$ cat src/core/sat_defines.vh
`ifndef SAT_DEFINES_VH
`define SAT_DEFINES_VH

// ----------------------------------------------------------------
// register offsets
// ----------------------------------------------------------------
`define SAT_OFF_CTRL 16'h041C
`define SAT_OFF_W1 16'h0420
`define SAT_OFF_W2 16'h0424
`define SAT_OFF_W3 16'h0428
`define SAT_OFF_W4 16'h042C

// ----------------------------------------------------------------
// control register fields
// ----------------------------------------------------------------
`define SAT_CTL_IDX 5:0
`define SAT_CTL_SIDX 3:0
`define SAT_CTL_TSEL 6
`define SAT_CTL_ACT 7
`define SAT_CTL_GO 8
`define SAT_TSEL_STATIC 1'b0
`define SAT_TSEL_MCAST 1'b1
`define SAT_ACT_WRITE 1'b0
`define SAT_ACT_READ 1'b1

// ----------------------------------------------------------------
// data window fields and write masks
// ----------------------------------------------------------------
`define SAT_W1_VALID 31
`define SAT_W1_SDROP 30
`define SAT_W1_DDROP 29
`define SAT_W1_PRI 28:26
`define SAT_W1_SPAN 2:0
`define SAT_W2_OVR 31
`define SAT_W2_USEFID 30
`define SAT_W2_HI 31:30
`define SAT_W2_FWD 6:0
`define SAT_W3_FID 22:16
`define SAT_W3_MACHI 15:0
`define SAT_W1_MASK 32'hFC000007
`define SAT_W2_MASK 32'hC000007F
`define SAT_W3_MASK 32'h007FFFFF
`define SAT_W4_MASK 32'hFFFFFFFF
`define SAT_ZERO32 32'h00000000

// ----------------------------------------------------------------
// packed static entry layout
// ----------------------------------------------------------------
`define SAT_EW 73
`define SAT_E_MAC 47:0
`define SAT_E_MACHI 47:32
`define SAT_E_MACLO 31:0
`define SAT_E_FID 54:48
`define SAT_E_FWD 61:55
`define SAT_E_USEFID 62
`define SAT_E_OVR 63
`define SAT_E_SPAN 66:64
`define SAT_E_PRI 69:67
`define SAT_E_DDROP 70
`define SAT_E_SDROP 71
`define SAT_E_VALID 72
`define SAT_E_RESET 73'h0

// ----------------------------------------------------------------
// reserved multicast
// ----------------------------------------------------------------
`define SAT_MC_PREFIX 40'h0180C20000
`define SAT_MC_LIMIT 6'h30
`define SAT_MC_TOP 7:6
`define SAT_MC_PFX 47:8
`define SAT_MC_IDX 5:0
`define SAT_MC_GRP 2:0
`define SAT_MAC_MCAST 40
`define SAT_MASK_RESET 7'h00

`endif

$ cat src/core/sat_table_access.v
// Operation
// - sixteen static entries, chosen by a four-bit index in control
// - every destination lookup checks all tables; a static hit beats a dynamic one
// - static entries never age; only host commands and reset change them
// - static read returns indexed entry in all four window words
// - go/done bit clears itself when the command finishes
// - word1 bit 30 drops packet on source address match
// - word1 bit 29 drops packet on destination address match
// - word1 holds valid 31, priority 28:26, spanning group 2:0
// - word2 bit 31 lets forwarding bypass port state
// - word2 bit 30 adds filter group compare for multicast
// - word2 bits 6:0 form port mask, bit 0 is port 1
// - word3 filter group 22:16, mac 47:32; word4 mac 31:0
// - eight reserved multicast masks indexed by low three address bits
// - 48 addresses in eight groups; writing one updates its group
// - multicast read returns indexed mask in word2
// - multicast data word sits at word2 offset, mask only
`timescale 1ns/1ps
`default_nettype none
`include "sat_defines.vh"

module sat_table_access #(
  parameter ENTRIES = 16,
  parameter GROUPS = 8,
  parameter PORTS = 7
) (
  input wire sys_clk_in,
  input wire resetn_in,
  input wire [15:0] reg_addr_in,
  input wire reg_wr_in,
  input wire reg_rd_in,
  input wire [31:0] reg_wdata_in,
  output reg [31:0] reg_rdata_out,
  output reg reg_ack_out,
  input wire da_valid_in,
  input wire [47:0] da_in,
  input wire [6:0] da_fid_in,
  input wire dyn_hit_in,
  input wire [PORTS-1:0] dyn_mask_in,
  input wire sa_valid_in,
  input wire [47:0] sa_in,
  input wire [6:0] sa_fid_in,
  output reg fwd_valid_out,
  output reg fwd_hit_out,
  output reg fwd_static_out,
  output reg [PORTS-1:0] fwd_mask_out,
  output reg fwd_drop_out,
  output reg fwd_override_out,
  output reg [2:0] fwd_priority_out,
  output reg [2:0] fwd_span_out,
  output reg src_valid_out,
  output reg src_drop_out
);

  // ----------------------------------------------------------------
  // helpers
  // ----------------------------------------------------------------
  function [2:0] mc_group;
    input [5:0] idx;
    begin
      mc_group = idx[`SAT_MC_GRP];
    end
  endfunction

  function mc_in_range;
    input [5:0] idx;
    begin
      mc_in_range = (idx < `SAT_MC_LIMIT);
    end
  endfunction

  // ----------------------------------------------------------------
  // state
  // ----------------------------------------------------------------
  reg [31:0] w1_q;
  reg [31:0] w2_q;
  reg [31:0] w3_q;
  reg [31:0] w4_q;
  reg [5:0] idx_q;
  reg tsel_q;
  reg act_q;
  reg go_q;
  reg [`SAT_EW-1:0] st_mem [0:ENTRIES-1];
  reg [PORTS-1:0] mc_mask [0:GROUPS-1];
  integer i;

  wire [`SAT_EW-1:0] win_entry;
  wire [`SAT_EW*ENTRIES-1:0] st_flat;
  wire da_hit;
  wire [3:0] da_idx;
  wire sa_hit;
  wire [3:0] sa_idx;
  wire [`SAT_EW-1:0] da_ent;
  wire [`SAT_EW-1:0] sa_ent;
  wire da_is_mc;
  wire [`SAT_EW-1:0] rd_ent;

  assign win_entry = {w1_q[`SAT_W1_VALID], w1_q[`SAT_W1_SDROP], w1_q[`SAT_W1_DDROP],
                      w1_q[`SAT_W1_PRI], w1_q[`SAT_W1_SPAN], w2_q[`SAT_W2_OVR],
                      w2_q[`SAT_W2_USEFID], w2_q[`SAT_W2_FWD], w3_q[`SAT_W3_FID],
                      w3_q[`SAT_W3_MACHI], w4_q};
  assign rd_ent = st_mem[idx_q[`SAT_CTL_SIDX]];

  genvar g;
  generate
    for (g = 0; g < ENTRIES; g = g + 1)
    begin : flat
      assign st_flat[g*`SAT_EW +: `SAT_EW] = st_mem[g];
    end
  endgenerate

  // ----------------------------------------------------------------
  // register writes and command execution
  // ----------------------------------------------------------------
  always @(posedge sys_clk_in)
  begin
    if (!resetn_in)
    begin
      w1_q <= `SAT_ZERO32;
      w2_q <= `SAT_ZERO32;
      w3_q <= `SAT_ZERO32;
      w4_q <= `SAT_ZERO32;
      idx_q <= 6'h00;
      tsel_q <= `SAT_TSEL_STATIC;
      act_q <= `SAT_ACT_WRITE;
      go_q <= 1'b0;
      for (i = 0; i < ENTRIES; i = i + 1)
        st_mem[i] <= `SAT_E_RESET;
      for (i = 0; i < GROUPS; i = i + 1)
        mc_mask[i] <= `SAT_MASK_RESET;
    end
    else if (go_q)
    begin
      go_q <= 1'b0;
      if (tsel_q == `SAT_TSEL_STATIC)
      begin
        if (act_q == `SAT_ACT_WRITE)
          st_mem[idx_q[`SAT_CTL_SIDX]] <= win_entry;
        else
        begin
          w1_q <= {rd_ent[`SAT_E_VALID], rd_ent[`SAT_E_SDROP], rd_ent[`SAT_E_DDROP],
                   rd_ent[`SAT_E_PRI], 23'h000000, rd_ent[`SAT_E_SPAN]};
          w2_q <= {rd_ent[`SAT_E_OVR], rd_ent[`SAT_E_USEFID], 23'h000000,
                   rd_ent[`SAT_E_FWD]};
          w3_q <= {9'h000, rd_ent[`SAT_E_FID], rd_ent[`SAT_E_MACHI]};
          w4_q <= rd_ent[`SAT_E_MACLO];
        end
      end
      else
      begin
        if (act_q == `SAT_ACT_WRITE)
        begin
          if (mc_in_range(idx_q))
            mc_mask[mc_group(idx_q)] <= w2_q[`SAT_W2_FWD];
        end
        else if (mc_in_range(idx_q))
          w2_q <= {w2_q[`SAT_W2_HI], 23'h000000, mc_mask[mc_group(idx_q)]};
        else
          w2_q <= {w2_q[`SAT_W2_HI], 30'h00000000};
      end
    end
    else if (reg_wr_in)
    begin
      if (reg_addr_in == `SAT_OFF_CTRL)
      begin
        idx_q <= reg_wdata_in[`SAT_CTL_IDX];
        tsel_q <= reg_wdata_in[`SAT_CTL_TSEL];
        act_q <= reg_wdata_in[`SAT_CTL_ACT];
        go_q <= reg_wdata_in[`SAT_CTL_GO];
      end
      else if (reg_addr_in == `SAT_OFF_W1)
        w1_q <= reg_wdata_in & `SAT_W1_MASK;
      else if (reg_addr_in == `SAT_OFF_W2)
        w2_q <= reg_wdata_in & `SAT_W2_MASK;
      else if (reg_addr_in == `SAT_OFF_W3)
        w3_q <= reg_wdata_in & `SAT_W3_MASK;
      else if (reg_addr_in == `SAT_OFF_W4)
        w4_q <= reg_wdata_in & `SAT_W4_MASK;
    end
  end

  // ----------------------------------------------------------------
  // register reads
  // ----------------------------------------------------------------
  always @(posedge sys_clk_in)
  begin
    if (!resetn_in)
    begin
      reg_rdata_out <= `SAT_ZERO32;
      reg_ack_out <= 1'b0;
    end
    else
    begin
      reg_ack_out <= reg_rd_in | reg_wr_in;
      if (!reg_rd_in)
        reg_rdata_out <= `SAT_ZERO32;
      else if (reg_addr_in == `SAT_OFF_CTRL)
        reg_rdata_out <= {23'h000000, go_q, act_q, tsel_q, idx_q};
      else if (reg_addr_in == `SAT_OFF_W1)
        reg_rdata_out <= w1_q;
      else if (reg_addr_in == `SAT_OFF_W2)
        reg_rdata_out <= w2_q;
      else if (reg_addr_in == `SAT_OFF_W3)
        reg_rdata_out <= w3_q;
      else if (reg_addr_in == `SAT_OFF_W4)
        reg_rdata_out <= w4_q;
      else
        reg_rdata_out <= `SAT_ZERO32;
    end
  end

  // ----------------------------------------------------------------
  // static table search
  // ----------------------------------------------------------------
  sat_match #(
    .ENTRIES(ENTRIES),
    .IDX_W(4)
  ) u_da_match (
    .entries_in(st_flat),
    .addr_in(da_in),
    .fid_in(da_fid_in),
    .hit_out(da_hit),
    .idx_out(da_idx)
  );

  sat_match #(
    .ENTRIES(ENTRIES),
    .IDX_W(4)
  ) u_sa_match (
    .entries_in(st_flat),
    .addr_in(sa_in),
    .fid_in(sa_fid_in),
    .hit_out(sa_hit),
    .idx_out(sa_idx)
  );

  assign da_ent = st_mem[da_idx];
  assign sa_ent = st_mem[sa_idx];
  assign da_is_mc = (da_in[`SAT_MC_PFX] == `SAT_MC_PREFIX) && mc_in_range(da_in[`SAT_MC_IDX]) &&
                    (da_in[`SAT_MC_TOP] == 2'b00);

  // ----------------------------------------------------------------
  // forwarding decision
  // ----------------------------------------------------------------
  always @(posedge sys_clk_in)
  begin
    if (!resetn_in)
    begin
      fwd_valid_out <= 1'b0;
      fwd_hit_out <= 1'b0;
      fwd_static_out <= 1'b0;
      fwd_mask_out <= {PORTS{1'b0}};
      fwd_drop_out <= 1'b0;
      fwd_override_out <= 1'b0;
      fwd_priority_out <= 3'h0;
      fwd_span_out <= 3'h0;
      src_valid_out <= 1'b0;
      src_drop_out <= 1'b0;
    end
    else
    begin
      fwd_valid_out <= da_valid_in;
      src_valid_out <= sa_valid_in;
      src_drop_out <= sa_valid_in & sa_hit & sa_ent[`SAT_E_SDROP];
      if (da_valid_in && da_hit)
      begin
        fwd_hit_out <= 1'b1;
        fwd_static_out <= 1'b1;
        fwd_mask_out <= da_ent[`SAT_E_FWD];
        fwd_drop_out <= da_ent[`SAT_E_DDROP];
        fwd_override_out <= da_ent[`SAT_E_OVR];
        fwd_priority_out <= da_ent[`SAT_E_PRI];
        fwd_span_out <= da_ent[`SAT_E_SPAN];
      end
      else if (da_valid_in && da_is_mc)
      begin
        fwd_hit_out <= 1'b1;
        fwd_static_out <= 1'b1;
        fwd_mask_out <= mc_mask[mc_group(da_in[`SAT_MC_IDX])];
        fwd_drop_out <= 1'b0;
        fwd_override_out <= 1'b0;
        fwd_priority_out <= 3'h0;
        fwd_span_out <= 3'h0;
      end
      else
      begin
        fwd_hit_out <= da_valid_in & dyn_hit_in;
        fwd_static_out <= 1'b0;
        fwd_mask_out <= (da_valid_in & dyn_hit_in) ? dyn_mask_in : {PORTS{1'b0}};
        fwd_drop_out <= 1'b0;
        fwd_override_out <= 1'b0;
        fwd_priority_out <= 3'h0;
        fwd_span_out <= 3'h0;
      end
    end
  end

endmodule // sat_table_access

`default_nettype wire

$ cat src/core/sat_match.v
`timescale 1ns/1ps
`default_nettype none
`include "sat_defines.vh"

module sat_match #(
  parameter ENTRIES = 16,
  parameter IDX_W = 4
) (
  input wire [ENTRIES*`SAT_EW-1:0] entries_in,
  input wire [47:0] addr_in,
  input wire [6:0] fid_in,
  output reg hit_out,
  output reg [IDX_W-1:0] idx_out
);

  integer i;
  reg [`SAT_EW-1:0] ent;

  // ----------------------------------------------------------------
  // first matching valid entry wins
  // ----------------------------------------------------------------
  always @*
  begin
    ent = `SAT_E_RESET;
    hit_out = 1'b0;
    idx_out = {IDX_W{1'b0}};
    for (i = ENTRIES - 1; i >= 0; i = i - 1)
    begin
      ent = entries_in[i*`SAT_EW +: `SAT_EW];
      if (ent[`SAT_E_VALID] && ent[`SAT_E_MAC] == addr_in &&
          !(addr_in[`SAT_MAC_MCAST] && ent[`SAT_E_USEFID] &&
            ent[`SAT_E_FID] != fid_in))
      begin
        hit_out = 1'b1;
        idx_out = i[IDX_W-1:0];
      end
    end
  end

endmodule // sat_match

`default_nettype wire

$ cat config.mk
export PLATFORM = sky130hd
export DESIGN_NAME = sat_table_access
export DESIGN_NICKNAME = d
export VERILOG_FILES = /design/src/core/sat_table_access.v /design/src/core/sat_match.v
export VERILOG_INCLUDE_DIRS = /design/src /design/src/core
export SDC_FILE = /design/constraint.sdc
export NUM_CORES = 2
export LEC_CHECK = 0
export BUFFER_PORTS_ARGS = -buffer_cell sky130_fd_sc_hd__buf_2
export CAP_MARGIN = 20
export CORE_ASPECT_RATIO = 2
export CORE_MARGIN = 4
export CORE_UTILIZATION = 50
export DETAILED_ROUTE_END_ITERATION = 16
export PLACE_DENSITY = 0.78
export SLEW_MARGIN = 25
export SYNTH_ARGS = -nofsm -noshare
export SYNTH_HDL_FRONTEND = slang
export SYNTH_HIERARCHICAL = 1
export SYNTH_SLANG_ARGS = --single-unit
$ cat constraint.sdc
create_clock -name sys_clk_in -period 7.8 [get_ports sys_clk_in]
set_clock_uncertainty 0.2 [all_clocks]
set_input_delay 0.39 -clock sys_clk_in [delete_from_list [all_inputs] [get_ports sys_clk_in]]
set_output_delay 0.39 -clock sys_clk_in [all_outputs]
set_load 0.03 [all_outputs]
==> results.md, run 1 <==
- Most common flop cell mapped by yosys: sky130_fd_sc_hd__edfxtp_1
- TritonCTS Buffers: 121
- Maximum clock insertion buffer count: 3
- Average instance area after synthesis: 12.19 µm²
- Maximum number of pins on one net before global-route repair: 108
- Count of pins on the block boundary: 225
- Share of the synthesized area in the top cell type: 0.4387
- Seq/Total Area, Yosys: 0.4719
- Setup Fix Bufs, Post-CTS: 0
- Post-synthesis instance area: 83780 µm²
- Yosys warnings: 6
- Library cell used as clock root buffer: sky130_fd_sc_hd__clkbuf_16
- Number of synthesized flops with an enable pin: 1224
- Top cells by area, synth: sky130_fd_sc_hd__edfxtp_1, sky130_fd_sc_hd__mux4_2, sky130_fd_sc_hd__xnor2_1
- Cell type with the largest total area after synthesis: sky130_fd_sc_hd__edfxtp_1
- Clock Sinks: 1363
- Weighted congestion reported at the end of routability-driven placement: 1.277
- Total overflow reported by the global router: 1958
- HPWL after DPL: 437400 µm
- H-tree level count: 3
- Syn_nets: 7044
- Effective utilization at floorplan: 0.5030
- Tool error: [ERROR GRT-0116] Global routing finished with congestion. Check the congestion regions in the DRC Viewer.
- Share of async-settable or async-resettable flops after synthesis: 0
- Port buffer count: 224
- Die Y-Extent: 586.9 µm
- Synth cell types: 77
- Run status: aborted with a tool error
- Number of cell rows: 212
- Synthesized flop and latch total: 1363
- DIE WIDTH: 297.5 µm
- Synthesized netlist cell count: 6872
- Top-count cell post-synth: sky130_fd_sc_hd__and2_1
- First-pass GRT wire length: 964600 µm
- Failed at: global routing (5_1_grt)
- All-Layer GR Usage: 0.7961
- Number of global-route vias before repair: 88024
- Top cell types by occurrence after synthesis: sky130_fd_sc_hd__and2_1, sky130_fd_sc_hd__edfxtp_1, sky130_fd_sc_hd__xnor2_1
## logic make-up after synthesis
group                  after synthesis  synth area share
AND/OR/NAND/NOR                   2145            0.1556
buffers and inverters              710           0.03635
AO/OA/AOI/OAI                      511           0.04474
flip-flops                        1363            0.4719
multiplexers                       531            0.1229
XOR/XNOR                          1612            0.1685
## metrics by stage
stage	area, µm²	util	setup WS (ns)	instances	hold slack (ns)
floorplan	83780	-	0.8409	6872	0.2872
global placement	88450	0.5310	1.163	8996	0.3233
detailed placement	88610	0.5320	1.651	9001	0.3338
CTS	93440	0.5610	1.522	9278	0.002699
## per-layer routing
layer  global-route usage  overflow
met4               0.8085       716
met2               0.9476      1205
met5               0.2757         1
met3               0.6568        23
met1               0.7954        13
## timing repair
action | 4_1_cts
resized for setup | 0
hold endpoints to repair | 82
hold buffers | 48
==> run 2, diff against run 1 <==
CORE_ASPECT_RATIO = unset   (was 2)
CORE_UTILIZATION = 35   (was 50)
PLACE_DENSITY = unset   (was 0.78)
PLACE_DENSITY_LB_ADDON = 0.15   (was unset)
==> run 2 against run 1 <==
Against the previous run: the run now ends clean; synthesized cell count stayed put; area after synthesis unchanged.
==> results.md, run 2 <==
- Run status: completed
- Initial DRC count: 12965
- Share of total power consumed by net switching: 0.2999
- Setup slack at placement: 1.404 ns
- Total area of multi-input combinational cells: 41870 µm²
- Count of pins on the block boundary: 225
- Share of async-settable or async-resettable flops after synthesis: 0
- Worst Slack Setup Final: 1.640 ns
- Synth cell types: 77
- TritonCTS clock tree: yes
- All-Layer GR Usage: 0.4677
- Effective utilization at floorplan: 0.3519
- Insertion delay to the later sink of the worst-skew pair: 0.88 ns
- Share of the synthesized area in the top cell type: 0.4387
- Fin Setup TNS: 0 ns
- Yosys warnings: 6
- Endpoints failing setup: 0
- Data arrival time at the worst-slack endpoint: 6.69 ns
- TritonCTS Buffers: 166
- Placed cells: 9981
- Number of nets still failing antenna checks after routing: 0
- Path category of the worst min-delay check: input pin to flip-flop
- Fmax: 0.1623 GHz
- Average instance area after synthesis: 12.19 µm²
- Clk pwr share: 0.421
- Mean routed wirelength per cell: 57.27 µm
- Worst EP required: 8.33 ns
- Transition time of the tightest slew-check pin: 1.384 ns
- Number of cell instances on the worst register-to-register path: 15
- CP Buf/Inv Count: 2
- Most frequent cells in the layout: sky130_fd_sc_hd__and2_1, sky130_fd_sc_hd__edfxtp_1, sky130_fd_sc_hd__xnor2_1
- Leading cell type in the layout, fill and taps excluded: sky130_fd_sc_hd__and2_1
- Maximum cell stage delay along the critical path: 0.86 ns
- Weighted congestion reported at the end of routability-driven placement: 1.122
- RSZ-0062 raised after global routing: false
- Library cell used as clock root buffer: sky130_fd_sc_hd__clkbuf_16
- Type of destination of the critical path: flip-flop
- First-pass GRT wire length: 742200 µm
- Layout area overhead: 14.53%
- Net switching power: 5.850 mW
- Antenna violations before repair: 121
- Ratio of final minimum period to clock period: 0.7897
- Cell type of the slowest stage on the worst timing path: sky130_fd_sc_hd__nand4_1
- Seq/Total Area, Yosys: 0.4719
- Cell type with the largest total area after synthesis: sky130_fd_sc_hd__edfxtp_1
- Critical Path Fanout Max: 16
- Core footprint: 238100 µm²
- Total via count in the routed design: 69821
- Area occupied by registers: 39580 µm²
- Setup Fix Bufs, Post-CTS: 0
- Kind of launch point of the worst setup path: flip-flop
- Total number of cells along the worst setup path: 15
- Cell Pwr Density: 203.2 nW/µm²
- Number of global-route vias before repair: 64030
- Internal power component: 13.65 mW
- Port buffer count: 224
- Hold Path Stages: 6
- Cells along the critical path: xnor2_1 -> nand4_1 -> nor4_1 -> nand4_1 -> a311oi_1 -> or2_2 -> a31oi_1 -> nor2_1 -> o21ai_1 -> a31oi_4 -> buf_4 -> mux4_2 -> mux4_2 -> inv_1 -> o22ai_1
- Max Cap Violations: 0
- Max rail drop VDD: 0.0001734 V
- Family of cells with the greatest summed delay on the critical path: simple AND/OR/NAND/NOR gates
- Number of max-slew violations in the final report: 0
- Total of cells resized after clock tree synthesis: 0
- Combinational cell fraction of total power: 0.124
- Number of non-filler instances in the completed layout: 10402
- Maximum number of pins on one net before global-route repair: 104
- Relative contribution of sequential cells to total power: 0.455
- Number of cell rows: 179
- Syn_nets: 7044
- Clock-pin slew reported for the worst setup and hold paths after clock tree synthesis: 0.06 ns
- Post-synthesis instance area: 83780 µm²
- Final Net Count: 7211
- Most common flop cell mapped by yosys: sky130_fd_sc_hd__edfxtp_1
- Relative slew slack: 0.06963
- Final Hold Vio Count: 0
- H-tree level count: 4
- Post-detailed-route via-to-cell ratio: 6.712
- HPWL after DPL: 441800 µm
- Die Area: 247300 µm²
- Clock Sinks: 1363
- Top cell types by occurrence after synthesis: sky130_fd_sc_hd__and2_1, sky130_fd_sc_hd__edfxtp_1, sky130_fd_sc_hd__xnor2_1
- DRC Markers: 0
- Fillcell total: 22452
- Fraction of layout instances using a drive strength above 1: 0.1921
- Detailed-route wire length: 595700 µm
- Top-count cell post-synth: sky130_fd_sc_hd__and2_1
- Maximum clock insertion buffer count: 3
- Die Y-Extent: 497.3 µm
- Max reg flops: 1168
- Worst Path Class, Setup: flip-flop to flip-flop
- Number of optimization iterations in the first detailed-route pass: 6
- Register with the highest flop count: st_mem
- Total overflow reported by the global router: 0
- Static Leakage: 31.95 nW
- DIE WIDTH: 497.3 µm
- Final critical-path required period: 6.160 ns
- Number of synthesized flops with an enable pin: 1224
- Top cells by area, synth: sky130_fd_sc_hd__edfxtp_1, sky130_fd_sc_hd__mux4_2, sky130_fd_sc_hd__xnor2_1
- Biggest registers after layout: st_mem: 1168 flops, mc_mask: 56 flops
- Synthesized netlist cell count: 6872
- Synthesized flop and latch total: 1363
run 2: final cells by class:
cell class              instances  share of cell area
clock inverters                76             0.01020
well taps                    3167             0.04130
inverters                     123            0.004838
repair buffers                586             0.04517
flip-flops and latches       1363              0.4124
diodes                         55            0.001434
multi-input cells            4799              0.4364
clock buffers                 233             0.04822
run 2: path summary, 6_finish.rpt:
path	startpoint	end	slack [ns]
hold / removal	reg_addr_in[6]	reg_rdata_out[1]	0.08
hold reg to reg	w4_q[5]	w4_q[5]	0.31
setup / recovery	st_mem[10][41]	fwd_mask_out[4]	1.64
setup reg to reg	st_mem[10][41]	fwd_mask_out[4]	1.64
run 2: power by group through the flow:
stage          Combinational [mW]  Clock [mW]  Sequential (mW)
6_report                     2.42        8.21             8.88
5_1_grt                      2.37        8.51             8.84
4_1_cts                      2.29        8.23             8.83
3_5_place_dp                 2.26           0             8.99
3_3_place_gp                 2.27           0             8.99
2_1_floorplan                1.16           0             8.65
run 2: what timing repair did:
| action | 4_1_cts | 5_1_grt |
|---|---|---|
| hold buffers | 57 | 0 |
| endpoints found under the hold margin | 94 | 0 |
| setup endpoints to repair | 0 | 0 |
run 2: worst min-delay path: stages:
cell	delay [ns]
sky130_fd_sc_hd__buf_2	0.10
sky130_fd_sc_hd__nor3b_2	0.10
sky130_fd_sc_hd__nand3_1	0.10
sky130_fd_sc_hd__a21oi_1	0.06
sky130_fd_sc_hd__o22ai_1	0.21
sky130_fd_sc_hd__a21oi_1	0.12
run 2: routing by layer:
metal / GRT usage / vias up / wire (µm)
li1: - / 25430 / -
met1: 0.5713 / 36617 / 217500
met2: 0.6857 / 6140 / 250700
met3: 0.1509 / 1602 / 69610
met4: 0.3576 / 32 / 57710
met5: 0 / - / 194
run 2: logic make-up (layout without fill, tap and decap cells):
family / Yosys count / count (layout) / synth area share
mux: 531 / 531 / 0.1229
simple gates: 2145 / 2145 / 0.1556
xor+xnor: 1612 / 1612 / 0.1685
buf+inv: 710 / 1018 / 0.03635
compound gates: 511 / 511 / 0.04474
flops: 1363 / 1363 / 0.4719
other cells: 0 / 55 / 0
run 2: metrics by stage:
step | instance area, µm² | hold slack (ns) | util | power [mW]
after floorplan | 83780 | 0.2872 | - | 9.818
after global placement | 89500 | 0.2786 | 0.3759 | 11.26
after detailed placement | 89600 | 0.2976 | 0.3763 | 11.25
after CTS | 95770 | 0.01759 | 0.4023 | 19.36
after global routing | 95840 | 0.08661 | 0.4026 | 19.72
final | 95950 | 0.08409 | 0.4030 | 19.50
(Power assumes the default switching activity.)
